$ cat config.mk
export PLATFORM = sky130hd
export DESIGN_NAME = tcr_timer2
export DESIGN_NICKNAME = d
export VERILOG_FILES = /design/src/hw/tcr_timer2.v
export VERILOG_INCLUDE_DIRS = /design/src /design/src/shared
export SDC_FILE = /design/constraint.sdc
export NUM_CORES = 1
export LEC_CHECK = 0
export ABC_AREA = 1
export ABC_CLOCK_PERIOD_IN_PS = 2900
export BUFFER_PORTS_ARGS = -buffer_cell sky130_fd_sc_hd__clkbuf_2
export CAP_MARGIN = 10
export CORE_UTILIZATION = 31
export DETAILED_ROUTE_END_ITERATION = 6
export PLACE_DENSITY = 0.47
export SLEW_MARGIN = 20
export SYNTH_ARGS = -nofsm -noshare
export SYNTH_HDL_FRONTEND = slang
export SYNTH_SLANG_ARGS = --single-unit
$ cat constraint.sdc
create_clock -name clk_in -period 2.9 [get_ports clk_in]
set_input_delay 0.29 -clock clk_in [delete_from_list [all_inputs] [get_ports clk_in]]
set_output_delay 0.29 -clock clk_in [all_outputs]
set_load 0.005 [all_outputs]
$ cat src/shared/tcr_defs.vh
/*
 * Constants for the capture/reload/baud timer: register indices,
 * field positions, reset values and tick divide counts.
 * Assumes inclusion by bare name from a design file.
 */
`ifndef TCR_DEFS_VH
`define TCR_DEFS_VH

// Register indices, byte address is four times the index
`define TCR_IDX_CTRL 10'h0C8
`define TCR_IDX_MODE 10'h0C9
`define TCR_IDX_RCAP_LO 10'h0CA
`define TCR_IDX_RCAP_HI 10'h0CB
`define TCR_IDX_CNT_LO 10'h0CC
`define TCR_IDX_CNT_HI 10'h0CD
`define TCR_IDX_SPEED 10'h0CE

// Control register fields
`define TCR_CTL_OVF 7
`define TCR_CTL_EXF 6
`define TCR_CTL_RXB 5
`define TCR_CTL_TXB 4
`define TCR_CTL_TEN 3
`define TCR_CTL_RUN 2
`define TCR_CTL_CNT 1
`define TCR_CTL_CAP 0

// Mode register fields
`define TCR_MOD_HC5 7
`define TCR_MOD_HC2 4
`define TCR_MOD_ACL 3
`define TCR_MOD_COE 1
`define TCR_MOD_DCE 0

// Reset values
`define TCR_RST_CTRL 8'h00
`define TCR_RST_MODE 8'h00
`define TCR_RST_BYTE 8'h00
`define TCR_RST_SPEED 1'b0

// Clocks per tick: baud mode, timer fast, timer slow
`define TCR_DIV_BAUD 4'h2
`define TCR_DIV_FAST 4'h4
`define TCR_DIV_SLOW 4'hC

// Serial port modes that use a timer time base
`define TCR_SMODE_1 2'h1
`define TCR_SMODE_3 2'h3

// AXI responses
`define TCR_RESP_OK 2'h0
`define TCR_RESP_ERR 2'h2

`endif

$ cat src/hw/tcr_timer2.v
/*
 * Sixteen-bit timer/counter with capture, auto-reload, up/down count,
 * baud time base for serial port 0 and clock out, behind AXI4-Lite.
 * Assumes: one 125 MHz clock; the trigger and count pins are
 * asynchronous; timer 1 overflow, serial mode, interrupt enable and
 * service-entry strobes come from logic on the same clock.
 */
`timescale 1ns/1ps
`include "tcr_defs.vh"

// What this block does
// - Overflow flag on wrap or down-count match
// - Hardware sets flag only outside baud mode
// - External flag from trigger edge or down-mode overflow
// - Overflow flag or external flag requests interrupt
// - Receive time base chosen, forces baud mode
// - Transmit time base chosen, forces baud mode
// - Trigger edge captures or reloads when enabled, except in baud or down mode
// - Run bit gates counting, count preserved
// - Count clock ticks or count pin edges
// - Baud mode ticks every two clocks
// - Baud mode always auto-reloads on overflow
// - Reload mode reloads on overflow, or on trigger outside down mode
// - Capture mode copies count on trigger edge
// - Optional count clear after capture
// - Clock out enable drives clock-out pin
// - Down enable and trigger level set direction
// - Reload registers take capture or give reload
// - Hardware clears external irq flags on entry
module tcr_timer2 (
    // Clock and reset
    input wire clk_in,
    input wire rst_n_in,
    // AXI4-Lite write address
    input wire s_axi_awvalid_in,
    output wire s_axi_awready_out,
    input wire [11:0] s_axi_awaddr_in,
    // AXI4-Lite write data
    input wire s_axi_wvalid_in,
    output wire s_axi_wready_out,
    input wire [31:0] s_axi_wdata_in,
    input wire [3:0] s_axi_wstrb_in,
    // AXI4-Lite write response
    output wire s_axi_bvalid_out,
    input wire s_axi_bready_in,
    output wire [1:0] s_axi_bresp_out,
    // AXI4-Lite read address
    input wire s_axi_arvalid_in,
    output wire s_axi_arready_out,
    input wire [11:0] s_axi_araddr_in,
    // AXI4-Lite read data
    output wire s_axi_rvalid_out,
    input wire s_axi_rready_in,
    output wire [31:0] s_axi_rdata_out,
    output wire [1:0] s_axi_rresp_out,
    // Pins
    input wire external_trigger_pin_in,
    input wire count_input_pin_in,
    output wire clock_out_pin_out,
    output wire clock_out_pin_oe_out,
    // Serial port 0 time base
    input wire timer1_overflow_in,
    input wire [1:0] serial_mode_in,
    output wire rx_baud_tick_out,
    output wire tx_baud_tick_out,
    // Interrupts
    input wire timer_irq_enable_in,
    output wire timer_irq_out,
    input wire [3:0] ext_irq_entry_in,
    output wire [3:0] ext_irq_flag_clear_out
);

    reg overflow_flag_q, external_event_flag_q, rx_baud_sel_q, tx_baud_sel_q;
    reg trigger_pin_enable_q, run_control_q, counter_select_q, capture_reload_select_q;
    reg timer_speed_select_q, clock_out_q, rx_tick_q, tx_tick_q;
    reg [7:0] mode_q, w_byte_q, rdata_q, rd_byte;
    reg [15:0] reload_capture_q, count_q, count_d, reload_capture_d;
    reg trig_s1_q, trig_s2_q, trig_s3_q, cpin_s1_q, cpin_s2_q, cpin_s3_q;
    reg [3:0] presc_q, irq_clear_q, presc_div;
    reg aw_full_q, w_full_q, w_lane0_q, bvalid_q, rvalid_q;
    reg [9:0] aw_idx_q;
    reg [1:0] bresp_q, rresp_q;
    reg ovf_evt, trig_capture, rd_hit, wr_hit;
    wire baud_mode, down_mode, count_up, trig_fall, cpin_fall, presc_tick, step;
    wire trig_evt, hw_set_ovf, hw_set_exf, hw_tog_exf, timer_uses_base;
    wire do_wr, wr_ok, wr_ctrl, wr_mode, wr_rlo, wr_rhi, wr_clo, wr_chi, wr_spd;

    // Either baud select forces baud-generator mode
    assign baud_mode = rx_baud_sel_q | tx_baud_sel_q;
    // Down counting only in plain auto-reload
    assign down_mode = mode_q[`TCR_MOD_DCE] & ~capture_reload_select_q & ~baud_mode;
    // Trigger high counts up, low counts down
    assign count_up = ~down_mode | trig_s2_q;

    assign trig_fall = trig_s3_q & ~trig_s2_q;
    assign cpin_fall = cpin_s3_q & ~cpin_s2_q;

    // Tick rate: baud every two clocks, else by speed select
    always @* begin
        if (baud_mode) begin
            presc_div = `TCR_DIV_BAUD;
        end else if (timer_speed_select_q) begin
            presc_div = `TCR_DIV_FAST;
        end else begin
            presc_div = `TCR_DIV_SLOW;
        end
    end

    assign presc_tick = (presc_q == presc_div - 4'h1);
    // Run bit gates every step
    assign step = run_control_q &
                  ((baud_mode | ~counter_select_q) ? presc_tick : cpin_fall);
    // In down mode the pin is a direction, not an event
    assign trig_evt = trigger_pin_enable_q & trig_fall & ~down_mode;

    always @* begin
        count_d = count_q;
        reload_capture_d = reload_capture_q;
        ovf_evt = 1'b0;
        trig_capture = 1'b0;
        if (step) begin
            if (count_up) begin
                if (count_q == 16'hFFFF) begin
                    ovf_evt = 1'b1;
                    // Reload unless plain capture mode
                    if (baud_mode | ~capture_reload_select_q) begin
                        count_d = reload_capture_q;
                    end else begin
                        count_d = 16'h0000;
                    end
                end else begin
                    count_d = count_q + 16'h0001;
                end
            end else begin
                // Match on the reload value ends a down pass
                if (count_q == reload_capture_q) begin
                    ovf_evt = 1'b1;
                    count_d = 16'hFFFF;
                end else begin
                    count_d = count_q - 16'h0001;
                end
            end
        end
        if (trig_evt & ~baud_mode) begin
            if (capture_reload_select_q) begin
                // Capture the count as it stood
                trig_capture = 1'b1;
                reload_capture_d = count_q;
                if (mode_q[`TCR_MOD_ACL]) begin
                    count_d = 16'h0000;
                end
            end else begin
                count_d = reload_capture_q;
            end
        end
        if (wr_rlo & ~trig_capture) begin
            reload_capture_d[7:0] = w_byte_q;
        end
        if (wr_rhi & ~trig_capture) begin
            reload_capture_d[15:8] = w_byte_q;
        end
        // A software write to the count wins over the step
        if (wr_clo) begin
            count_d[7:0] = w_byte_q;
        end
        if (wr_chi) begin
            count_d[15:8] = w_byte_q;
        end
    end

    // Overflow flag never set by hardware in baud mode
    assign hw_set_ovf = ovf_evt & ~baud_mode;
    // Trigger edge sets, down-mode overflow toggles
    assign hw_set_exf = trig_evt;
    assign hw_tog_exf = ovf_evt & down_mode;

    // Serial time base needs a timer only in modes 1 and 3
    assign timer_uses_base = (serial_mode_in == `TCR_SMODE_1) |
                             (serial_mode_in == `TCR_SMODE_3);

    // Bus write path, address and data taken in either order
    assign s_axi_awready_out = ~aw_full_q;
    assign s_axi_wready_out = ~w_full_q;
    assign do_wr = aw_full_q & w_full_q & ~bvalid_q;
    assign wr_ok = do_wr & w_lane0_q;
    assign wr_ctrl = wr_ok & (aw_idx_q == `TCR_IDX_CTRL);
    assign wr_mode = wr_ok & (aw_idx_q == `TCR_IDX_MODE);
    assign wr_rlo = wr_ok & (aw_idx_q == `TCR_IDX_RCAP_LO);
    assign wr_rhi = wr_ok & (aw_idx_q == `TCR_IDX_RCAP_HI);
    assign wr_clo = wr_ok & (aw_idx_q == `TCR_IDX_CNT_LO);
    assign wr_chi = wr_ok & (aw_idx_q == `TCR_IDX_CNT_HI);
    assign wr_spd = wr_ok & (aw_idx_q == `TCR_IDX_SPEED);

    always @* begin
        wr_hit = (aw_idx_q >= `TCR_IDX_CTRL) & (aw_idx_q <= `TCR_IDX_SPEED);
    end

    // Read mux; reserved mode bit 2 reads zero
    always @* begin
        rd_byte = 8'h00;
        rd_hit = 1'b1;
        case (s_axi_araddr_in[11:2])
            `TCR_IDX_CTRL: begin
                rd_byte = {overflow_flag_q, external_event_flag_q,
                           rx_baud_sel_q, tx_baud_sel_q, trigger_pin_enable_q,
                           run_control_q, counter_select_q,
                           capture_reload_select_q};
            end
            `TCR_IDX_MODE: begin
                rd_byte = {mode_q[7:3], 1'b0, mode_q[1:0]};
            end
            `TCR_IDX_RCAP_LO: begin
                rd_byte = reload_capture_q[7:0];
            end
            `TCR_IDX_RCAP_HI: begin
                rd_byte = reload_capture_q[15:8];
            end
            `TCR_IDX_CNT_LO: begin
                rd_byte = count_q[7:0];
            end
            `TCR_IDX_CNT_HI: begin
                rd_byte = count_q[15:8];
            end
            `TCR_IDX_SPEED: begin
                rd_byte = {7'h00, timer_speed_select_q};
            end
            default: begin
                rd_hit = 1'b0;
            end
        endcase
    end

    always @(posedge clk_in or negedge rst_n_in) begin
        if (!rst_n_in) begin
            aw_full_q <= 1'b0;
            aw_idx_q <= 10'h000;
            w_full_q <= 1'b0;
            w_byte_q <= 8'h00;
            w_lane0_q <= 1'b0;
            bvalid_q <= 1'b0;
            bresp_q <= `TCR_RESP_OK;
            rvalid_q <= 1'b0;
            rdata_q <= 8'h00;
            rresp_q <= `TCR_RESP_OK;
        end else begin
            if (s_axi_awvalid_in & ~aw_full_q) begin
                aw_full_q <= 1'b1;
                aw_idx_q <= s_axi_awaddr_in[11:2];
            end else if (do_wr) begin
                aw_full_q <= 1'b0;
            end
            if (s_axi_wvalid_in & ~w_full_q) begin
                w_full_q <= 1'b1;
                w_byte_q <= s_axi_wdata_in[7:0];
                w_lane0_q <= s_axi_wstrb_in[0];
            end else if (do_wr) begin
                w_full_q <= 1'b0;
            end
            if (do_wr) begin
                bvalid_q <= 1'b1;
                bresp_q <= wr_hit ? `TCR_RESP_OK : `TCR_RESP_ERR;
            end else if (s_axi_bready_in) begin
                bvalid_q <= 1'b0;
            end
            if (s_axi_arvalid_in & ~rvalid_q) begin
                rvalid_q <= 1'b1;
                rdata_q <= rd_byte;
                rresp_q <= rd_hit ? `TCR_RESP_OK : `TCR_RESP_ERR;
            end else if (s_axi_rready_in) begin
                rvalid_q <= 1'b0;
            end
        end
    end

    // Pins pass two flip-flops before the edge detectors
    always @(posedge clk_in or negedge rst_n_in) begin
        if (!rst_n_in) begin
            trig_s1_q <= 1'b1;
            trig_s2_q <= 1'b1;
            trig_s3_q <= 1'b1;
            cpin_s1_q <= 1'b1;
            cpin_s2_q <= 1'b1;
            cpin_s3_q <= 1'b1;
        end else begin
            trig_s1_q <= external_trigger_pin_in;
            trig_s2_q <= trig_s1_q;
            trig_s3_q <= trig_s2_q;
            cpin_s1_q <= count_input_pin_in;
            cpin_s2_q <= cpin_s1_q;
            cpin_s3_q <= cpin_s2_q;
        end
    end

    always @(posedge clk_in or negedge rst_n_in) begin
        if (!rst_n_in) begin
            overflow_flag_q <= 1'b0;
            external_event_flag_q <= 1'b0;
            rx_baud_sel_q <= 1'b0;
            tx_baud_sel_q <= 1'b0;
            trigger_pin_enable_q <= 1'b0;
            run_control_q <= 1'b0;
            counter_select_q <= 1'b0;
            capture_reload_select_q <= 1'b0;
            mode_q <= `TCR_RST_MODE;
            timer_speed_select_q <= `TCR_RST_SPEED;
            reload_capture_q <= {`TCR_RST_BYTE, `TCR_RST_BYTE};
            count_q <= {`TCR_RST_BYTE, `TCR_RST_BYTE};
            presc_q <= 4'h0;
        end else begin
            count_q <= count_d;
            reload_capture_q <= reload_capture_d;
            // Prescaler clears while stopped so no stray tick on restart
            if (!run_control_q | presc_tick) begin
                presc_q <= 4'h0;
            end else begin
                presc_q <= presc_q + 4'h1;
            end
            // Hardware set wins over a software clear
            if (wr_ctrl) begin
                overflow_flag_q <= w_byte_q[`TCR_CTL_OVF] | hw_set_ovf;
                external_event_flag_q <= w_byte_q[`TCR_CTL_EXF] | hw_set_exf;
                rx_baud_sel_q <= w_byte_q[`TCR_CTL_RXB];
                tx_baud_sel_q <= w_byte_q[`TCR_CTL_TXB];
                trigger_pin_enable_q <= w_byte_q[`TCR_CTL_TEN];
                run_control_q <= w_byte_q[`TCR_CTL_RUN];
                counter_select_q <= w_byte_q[`TCR_CTL_CNT];
                capture_reload_select_q <= w_byte_q[`TCR_CTL_CAP];
            end else begin
                overflow_flag_q <= overflow_flag_q | hw_set_ovf;
                external_event_flag_q <= (external_event_flag_q ^ hw_tog_exf) |
                                         hw_set_exf;
            end
            if (wr_mode) begin
                mode_q <= {w_byte_q[7:3], 1'b0, w_byte_q[1:0]};
            end
            if (wr_spd) begin
                timer_speed_select_q <= w_byte_q[0];
            end
        end
    end

    always @(posedge clk_in or negedge rst_n_in) begin
        if (!rst_n_in) begin
            clock_out_q <= 1'b0;
            rx_tick_q <= 1'b0;
            tx_tick_q <= 1'b0;
            irq_clear_q <= 4'h0;
        end else begin
            // Toggles per overflow, so it runs at half the overflow rate
            if (!mode_q[`TCR_MOD_COE]) begin
                clock_out_q <= 1'b0;
            end else if (ovf_evt) begin
                clock_out_q <= ~clock_out_q;
            end
            // Timer 1 or this timer's overflow
            rx_tick_q <= timer_uses_base &
                         (rx_baud_sel_q ? ovf_evt : timer1_overflow_in);
            tx_tick_q <= timer_uses_base &
                         (tx_baud_sel_q ? ovf_evt : timer1_overflow_in);
            irq_clear_q <= ext_irq_entry_in &
                           mode_q[`TCR_MOD_HC5:`TCR_MOD_HC2];
        end
    end

    assign s_axi_arready_out = ~rvalid_q;
    assign s_axi_bvalid_out = bvalid_q;
    assign s_axi_bresp_out = bresp_q;
    assign s_axi_rvalid_out = rvalid_q;
    assign s_axi_rdata_out = {24'h000000, rdata_q};
    assign s_axi_rresp_out = rresp_q;
    assign clock_out_pin_out = clock_out_q;
    assign clock_out_pin_oe_out = mode_q[`TCR_MOD_COE];
    assign rx_baud_tick_out = rx_tick_q;
    assign tx_baud_tick_out = tx_tick_q;
    // Either flag requests the interrupt while enabled
    assign timer_irq_out = timer_irq_enable_in &
                           (overflow_flag_q | external_event_flag_q);
    assign ext_irq_flag_clear_out = irq_clear_q;

endmodule

### Word-level counts from Yosys, hierarchy flattened

Cells that the tools add are included.

| storage, ports and cells | value |
|---|---|
| register bits | 100 |
| latch bits | 0 |
| RAM bits | 0 |
| bits in read-only memories | 0 |
| input bits | 77 |
| output and inout bits | 50 |
| logic and storage cells | 167 |
| memories kept | 0 |

| cells by class | value |
|---|---|
| add/sub/neg operators | 4 |
| $mul | 0 |
| divide/modulo/power cells | 0 |
| order comparisons | 2 |
| eq/ne operators | 20 |
| shift operators | 0 |
| multiplexer cells | 41 |
| bitwise gates (word level) | 54 |
| reductions and logical operators | 12 |

Operators with widths:

| operator | count |
|---|---|
| $mux W16 | 10 |
| $eq A10 B8 Y1 const B | 14 |
| $pmux W8 S7 | 1 |
| $mux W8 | 4 |
| $and A1 B1 Y1 | 29 |
| $mux W1 | 21 |
| $add A16 B1 Y16 const B | 1 |
| $eq A16 B16 Y1 | 1 |
| $eq A16 B16 Y1 const B | 1 |
| $reduce_bool A2 Y1 | 8 |
| $sub A16 B1 Y16 const B | 1 |
| $mux W4 | 3 |
| $not A1 Y1 | 12 |
| $or A1 B1 Y1 | 11 |
| $ge A10 B8 Y1 const B | 1 |
| $le A10 B8 Y1 const B | 1 |
| $reduce_or A7 Y1 | 1 |
| $add A4 B1 Y4 const B | 1 |
| $and A4 B4 Y4 | 1 |
| $eq A4 B4 Y1 | 1 |
| $mux W2 | 2 |
| $reduce_and A2 Y1 | 2 |
| $sub A4 B1 Y4 const B | 1 |
| $eq A2 B1 Y1 const B | 1 |
| other kinds (4) | 4 |

### Depth between registers and ports, before layout

| depth | value |
|---|---|
| word-level depth | 11 |
| gate-level depth with buffers | 14 |
| gate-level depth less buffers | 13 |

### Worst setup path before layout

OpenSTA, ideal clock, no wires.

| path | value |
|---|---|
| path type | register to register |
| from | register count_q[0] |
| to | register count_q[1] |
| library setup time | 0.122 ns |
| data arrival time | 1.639 ns |
| required time | 2.778 ns |
| path slack | 1.139 ns |
| stages on the path, launching flop included | 13 |
| buffers on the path | 0 |
| period minus slack after synthesis | 1.761 ns |
| path through | dfrtp_1 > ha_1 > nand3_1 > inv_1 > nand2_1 > inv_2 > nand2_2 > inv_1 > or2_2 > nand3_1 > nand3_1 > nand2_1 > a21oi_1 |

| between the ends | value |
|---|---|
| word-level cells in the longest chain between the ends | 8 |
| elaborated cells on any way between the ends | 12 |
| classes of those cells | 2 x add/sub; 2 x eq/ne; 8 x mux |

RTL lines:

| item | line | source |
|---|---|---|
| start, declared | tcr_timer2.v:77 | `reg [15:0] reload_capture_q, count_q, count_d, reload_capture_d;` |
| start signal, assigned | tcr_timer2.v:307 | `` count_q <= {`TCR_RST_BYTE, `TCR_RST_BYTE}; `` |
| start signal, assigned | tcr_timer2.v:310 | `count_q <= count_d;` |
| $sub A16 B1 Y16, or another cell as far along | tcr_timer2.v:140 | `count_d = count_q - 16'h0001;` |
| $mux W16 (on tied branches) | tcr_timer2.v:136, tcr_timer2.v:123 |  |
| $mux W16 (*) | tcr_timer2.v:122 | `if (count_up) begin` |
| $mux W16 (*) | tcr_timer2.v:121 | `if (step) begin` |
| $mux W16 | tcr_timer2.v:149 | `` if (mode_q[`TCR_MOD_ACL]) begin `` |
| $mux W16 | tcr_timer2.v:145 | `if (capture_reload_select_q) begin` |
| $mux W16 (*) | tcr_timer2.v:144 | `if (trig_evt & ~baud_mode) begin` |
| $mux W8 (*) | tcr_timer2.v:163 | `if (wr_clo) begin` |
| net count_d[1] | tcr_timer2.v:77 |  |

Mark *: on every way through the listed nets, which the timed path passes. The rest lies on a longest branch.
A chain may end at the register's enable or synchronous reset.

### Final worst setup path

| path | value |
|---|---|
| from | register count_q[0] |
| to | register count_q[5] |

Same word-level chain as after synthesis.

==> reports/qor.csv <==
stage,metric,value,unit
cells_and_area,"commonest cells after routing, fill and taps aside","sky130_fd_sc_hd__nand2_1, sky130_fd_sc_hd__nor2_1, sky130_fd_sc_hd__dfrtp_1, sky130_fd_sc_hd__inv_1",
place,RePlAce Congestion,0.872,
logic_synthesis,"Warnings, synthesis",0,
clock_network,clock transition time at the flip-flop clock pins of the worst setup and hold paths,0.07,ns
route,total via count after detailed routing,6233,
sta,slew at the pin closest to its max-slew limit,0.730,ns
clock_network,maximum level of the CTS H-tree,3,
cells_and_area,Fill cells,2244,
setup_path,Worst setup SP type,flip-flop,
cells_and_area,number of nets in the layout,1081,
setup_path,count of cells along the worst register-to-register path,10,
clock_network,clock latency on the worst-skew pair,0.35,ns
sta,setup skew after layout,0.00652,ns
min_path,Worst Hold Endpoint,cpin_s1_q,
sta,highest clock frequency the design can meet,437,MHz
clock_network,Num CTS Buffers,9,
setup_path,endpoint of the worst-slack reg-to-reg timing path,count_q[5],
die,initial standard-cell utilization of the core,0.318,
die,vertical die dimension,147,um
place,"Cell Area, Placed",6990,um2
pwr,total power per unit cell area,641,nW/um2
flow_run,number of violations of the max-capacitance limit,0,
cells_and_area,share of the core filled with cells in the final layout,0.359,
sta,final number of setup-violating endpoints,0,
min_path,path type of the worst min-delay path,primary input to flip-flop,
logic_synthesis,dominant register cell in the synthesized netlist,sky130_fd_sc_hd__dfrtp_1,
global_route,maximum number of pins on one net before global-route repair,49,
logic_synthesis,top post-synthesis cells by area,"sky130_fd_sc_hd__dfrtp_1, sky130_fd_sc_hd__nand2_1, sky130_fd_sc_hd__nor2_1",
clock_network,setup repair bufs after CTS,0,
run_status,outcome,finished clean,
cells_and_area,"commonest non-fill, non-tap cell in the layout",sky130_fd_sc_hd__nand2_1,
setup_path,critical-path maximum fanout,6,
global_route,GR Util All Layers,0.203,
sta,unrepaired setup endpoints after global routing,no,
clock_network,CTS tree,done,
clock_network,# clock sinks,98,
route,Antenna Nets Post-Route,0,
cells_and_area,fraction of final layout cells sized beyond drive strength 1,0.156,
route,wire length after detailed routing,21.1,mm
sta,Tcrit/Tclk final,0.788,
pwr,leakage power summed over all cells,3.63,nW
cells_and_area,"number of standard cells in the layout, taps in and fillers out",1276,
logic_synthesis,average cell area after synthesis,6.90,um2
min_path,number of cells on the worst hold path,1,
logic_synthesis,count of unique library cells instantiated by Yosys,44,
setup_path,cells along the critical path,"ha_1, nand3_1, nor2_1, nand4_1, nor2_1, o21ai_0, nand2_1, nand3_1, nand2_1, a21oi_2",
sta,tightest slew margin relative to the limit,0.513,
logic_synthesis,proportion of register bits with asynchronous set or reset after synthesis,1.00,
setup_path,critical setup path kind,flip-flop to flip-flop,
pwr,"sum of internal, switching and leakage power",4.69,mW
setup_path,slowest CP cell,sky130_fd_sc_hd__dfrtp_1,
place,number of cells after detailed placement,1259,
logic_synthesis,top-area cell type share of the netlist area,0.355,
die,die span in x,147,um
logic_synthesis,number of enable-type register cells in the synthesized netlist,0,
sta,final worst setup slack,0.614,ns
route,DRC violation count after routing,0,
sta,Final TNS setup,0,ns
setup_path,arrival time of the worst setup path,2.52,ns
die,total core area,20400,um2
logic_synthesis,sequential fraction of the synthesis area,0.380,
die,Die Outline Area,21500,um2
sta,count of final hold-check violations,0,
setup_path,endpoint type of the worst setup path,flip-flop,
route,via-per-instance ratio,4.88,
setup_path,flop2flop setup slack,0.61,ns
die,io pins,127,
place,number of port buffers,68,
logic_synthesis,cells after synthesis,939,
setup_path,required time at the endpoint of the critical path,3.13,ns
setup_path,stage delay of the slowest cell on the critical path,0.49,ns
cells_and_area,post-synthesis to final-layout area growth,12.9,%
place,HPWL Detailed,16.4,mm
cells_and_area,total area of sequential cells,2460,um2
route,1st-iter DRT viols,500,
clock_network,Clock Root Buffer,sky130_fd_sc_hd__clkbuf_16,
min_path,hold wc startpoint,count_input_pin_in,
sta,clock period minus worst slack,2.29,ns
logic_synthesis,library cell occupying the most area in the post-synthesis netlist,sky130_fd_sc_hd__dfrtp_1,
global_route,number of antenna violations at the first check in global routing,0,
global_route,first-pass GRT wire length,33.6,mm
global_route,global-route congestion overflow total,0,
logic_synthesis,Syn Std Cell Area,6480,um2
setup_path,beginning of the worst register-to-register path,count_q[0],
place,"worst slack, placed",0.650,ns
cells_and_area,Antenna Diode Count,0,
cells_and_area,area of combinational cells with multiple inputs,3360,um2
logic_synthesis,flip-flop and latch count after synthesis,98,
cells_and_area,cell area after layout,7320,um2
route,first-pass iteration count of the detailed router,5,
sta,Max Transition Viols Final,0,
die,row cnt,52,
clock_network,Clock Tree Buf Depth,2,
pwr,worst vdd rail ir drop,449,uV
route,Routed WL per cell,16.6,um
sta,worst hold slack,0.0189,ns
global_route,via count of the first global-routing pass,5973,
[critical path, delay by kind of cell (launching register included)]
kind / cells / cell delay (ns)
AND/OR/NAND/NOR: 7 / 1.21
flip-flops: 1 / 0.49
adder cells (fa/ha/maj): 1 / 0.26
AO/OA/AOI/OAI: 2 / 0.21
[synthesized netlist by cell type, drive strengths merged, types with 3 or more instances]
master,count
o221ai,17
nand3b,3
nor4,5
inv,111
nand3,69
nor3,8
dfstp,6
ha,3
dfrtp,92
a21oi,68
mux2,7
nand4,12
clkbuf,5
o211ai,3
xor2,16
o22ai,5
nand2,281
buf,45
o21ai,47
nor2,125
[how the worst max path moves through the flow]
stage / from / endpoint / slack, ns / cells after the start
2_1_floorplan: count_q[0] / count_q[1] / 1.14 / 12
3_3_place_gp: count_q[0] / count_q[1] / 0.67 / 12
3_5_place_dp: count_q[0] / overflow_flag_q / 0.65 / 9
4_1_cts: count_q[0] / overflow_flag_q / 0.63 / 9
5_1_grt: count_q[0] / clock_out_pin_out / 0.41 / 9
6_report: count_q[0] / count_q[5] / 0.61 / 10
[repair_timing]
item,in CTS,in global routing
resized for setup,0,0
hold buffers,1,0
setup endpoints to repair,0,0
hold endpoints to repair,35,0
[per-layer routing]
layer,track usage,share of wire,vias to the layer above
li1,-,-,3106
met1,0.276,0.46,2902
met2,0.328,0.46,197
met3,0.0250,0.050,28
met4,0.0771,0.026,0
met5,0,0,-
[power breakdown]
part | leakage (nW) | switching (mW) | total [mW] | internal [mW]
Clock | 0.157 | 0.556 | 1.32 | 0.764
Combinational | 2.20 | 1.07 | 1.53 | 0.464
Sequential | 1.28 | 0.243 | 1.84 | 1.60
[registers in the layout (all words and copies together), names as in the netlist, 4 cells and up]
| register | count |
|---|---|
| count_q | 16 |
| reload_capture_q | 16 |
| aw_idx_q | 10 |
| rdata_q | 8 |
| w_byte_q | 8 |
| mode_q | 7 |
| ext_irq_flag_clear_out | 4 |
| presc_q | 4 |
[area by class of cell]
class | count | area share
clock buffer | 9 | 0.0308
clock inverter | 7 | 0.0135
inverter | 112 | 0.0574
multi-input combinational | 704 | 0.459
sequential | 98 | 0.336
tap | 270 | 0.0462
timing repair buffer | 76 | 0.0571
[kinds of logic (layout without fill, tap and decap cells)]
| kind of cell | Yosys count | in the layout | synth area share |
|---|---|---|---|
| XOR/XNOR | 18 | 18 | 0.0243 |
| flip-flops | 98 | 98 | 0.380 |
| AO/OA/AOI/OAI | 145 | 145 | 0.127 |
| buffers and inverters | 162 | 204 | 0.117 |
| AND/OR/NAND/NOR | 505 | 505 | 0.334 |
| adder cells (fa/ha/maj) | 3 | 3 | 0.00579 |
| multiplexers | 7 | 7 | 0.0122 |
| other | 1 | 26 | 0.000579 |
Note: power is estimated with default switching activity, not from simulation.
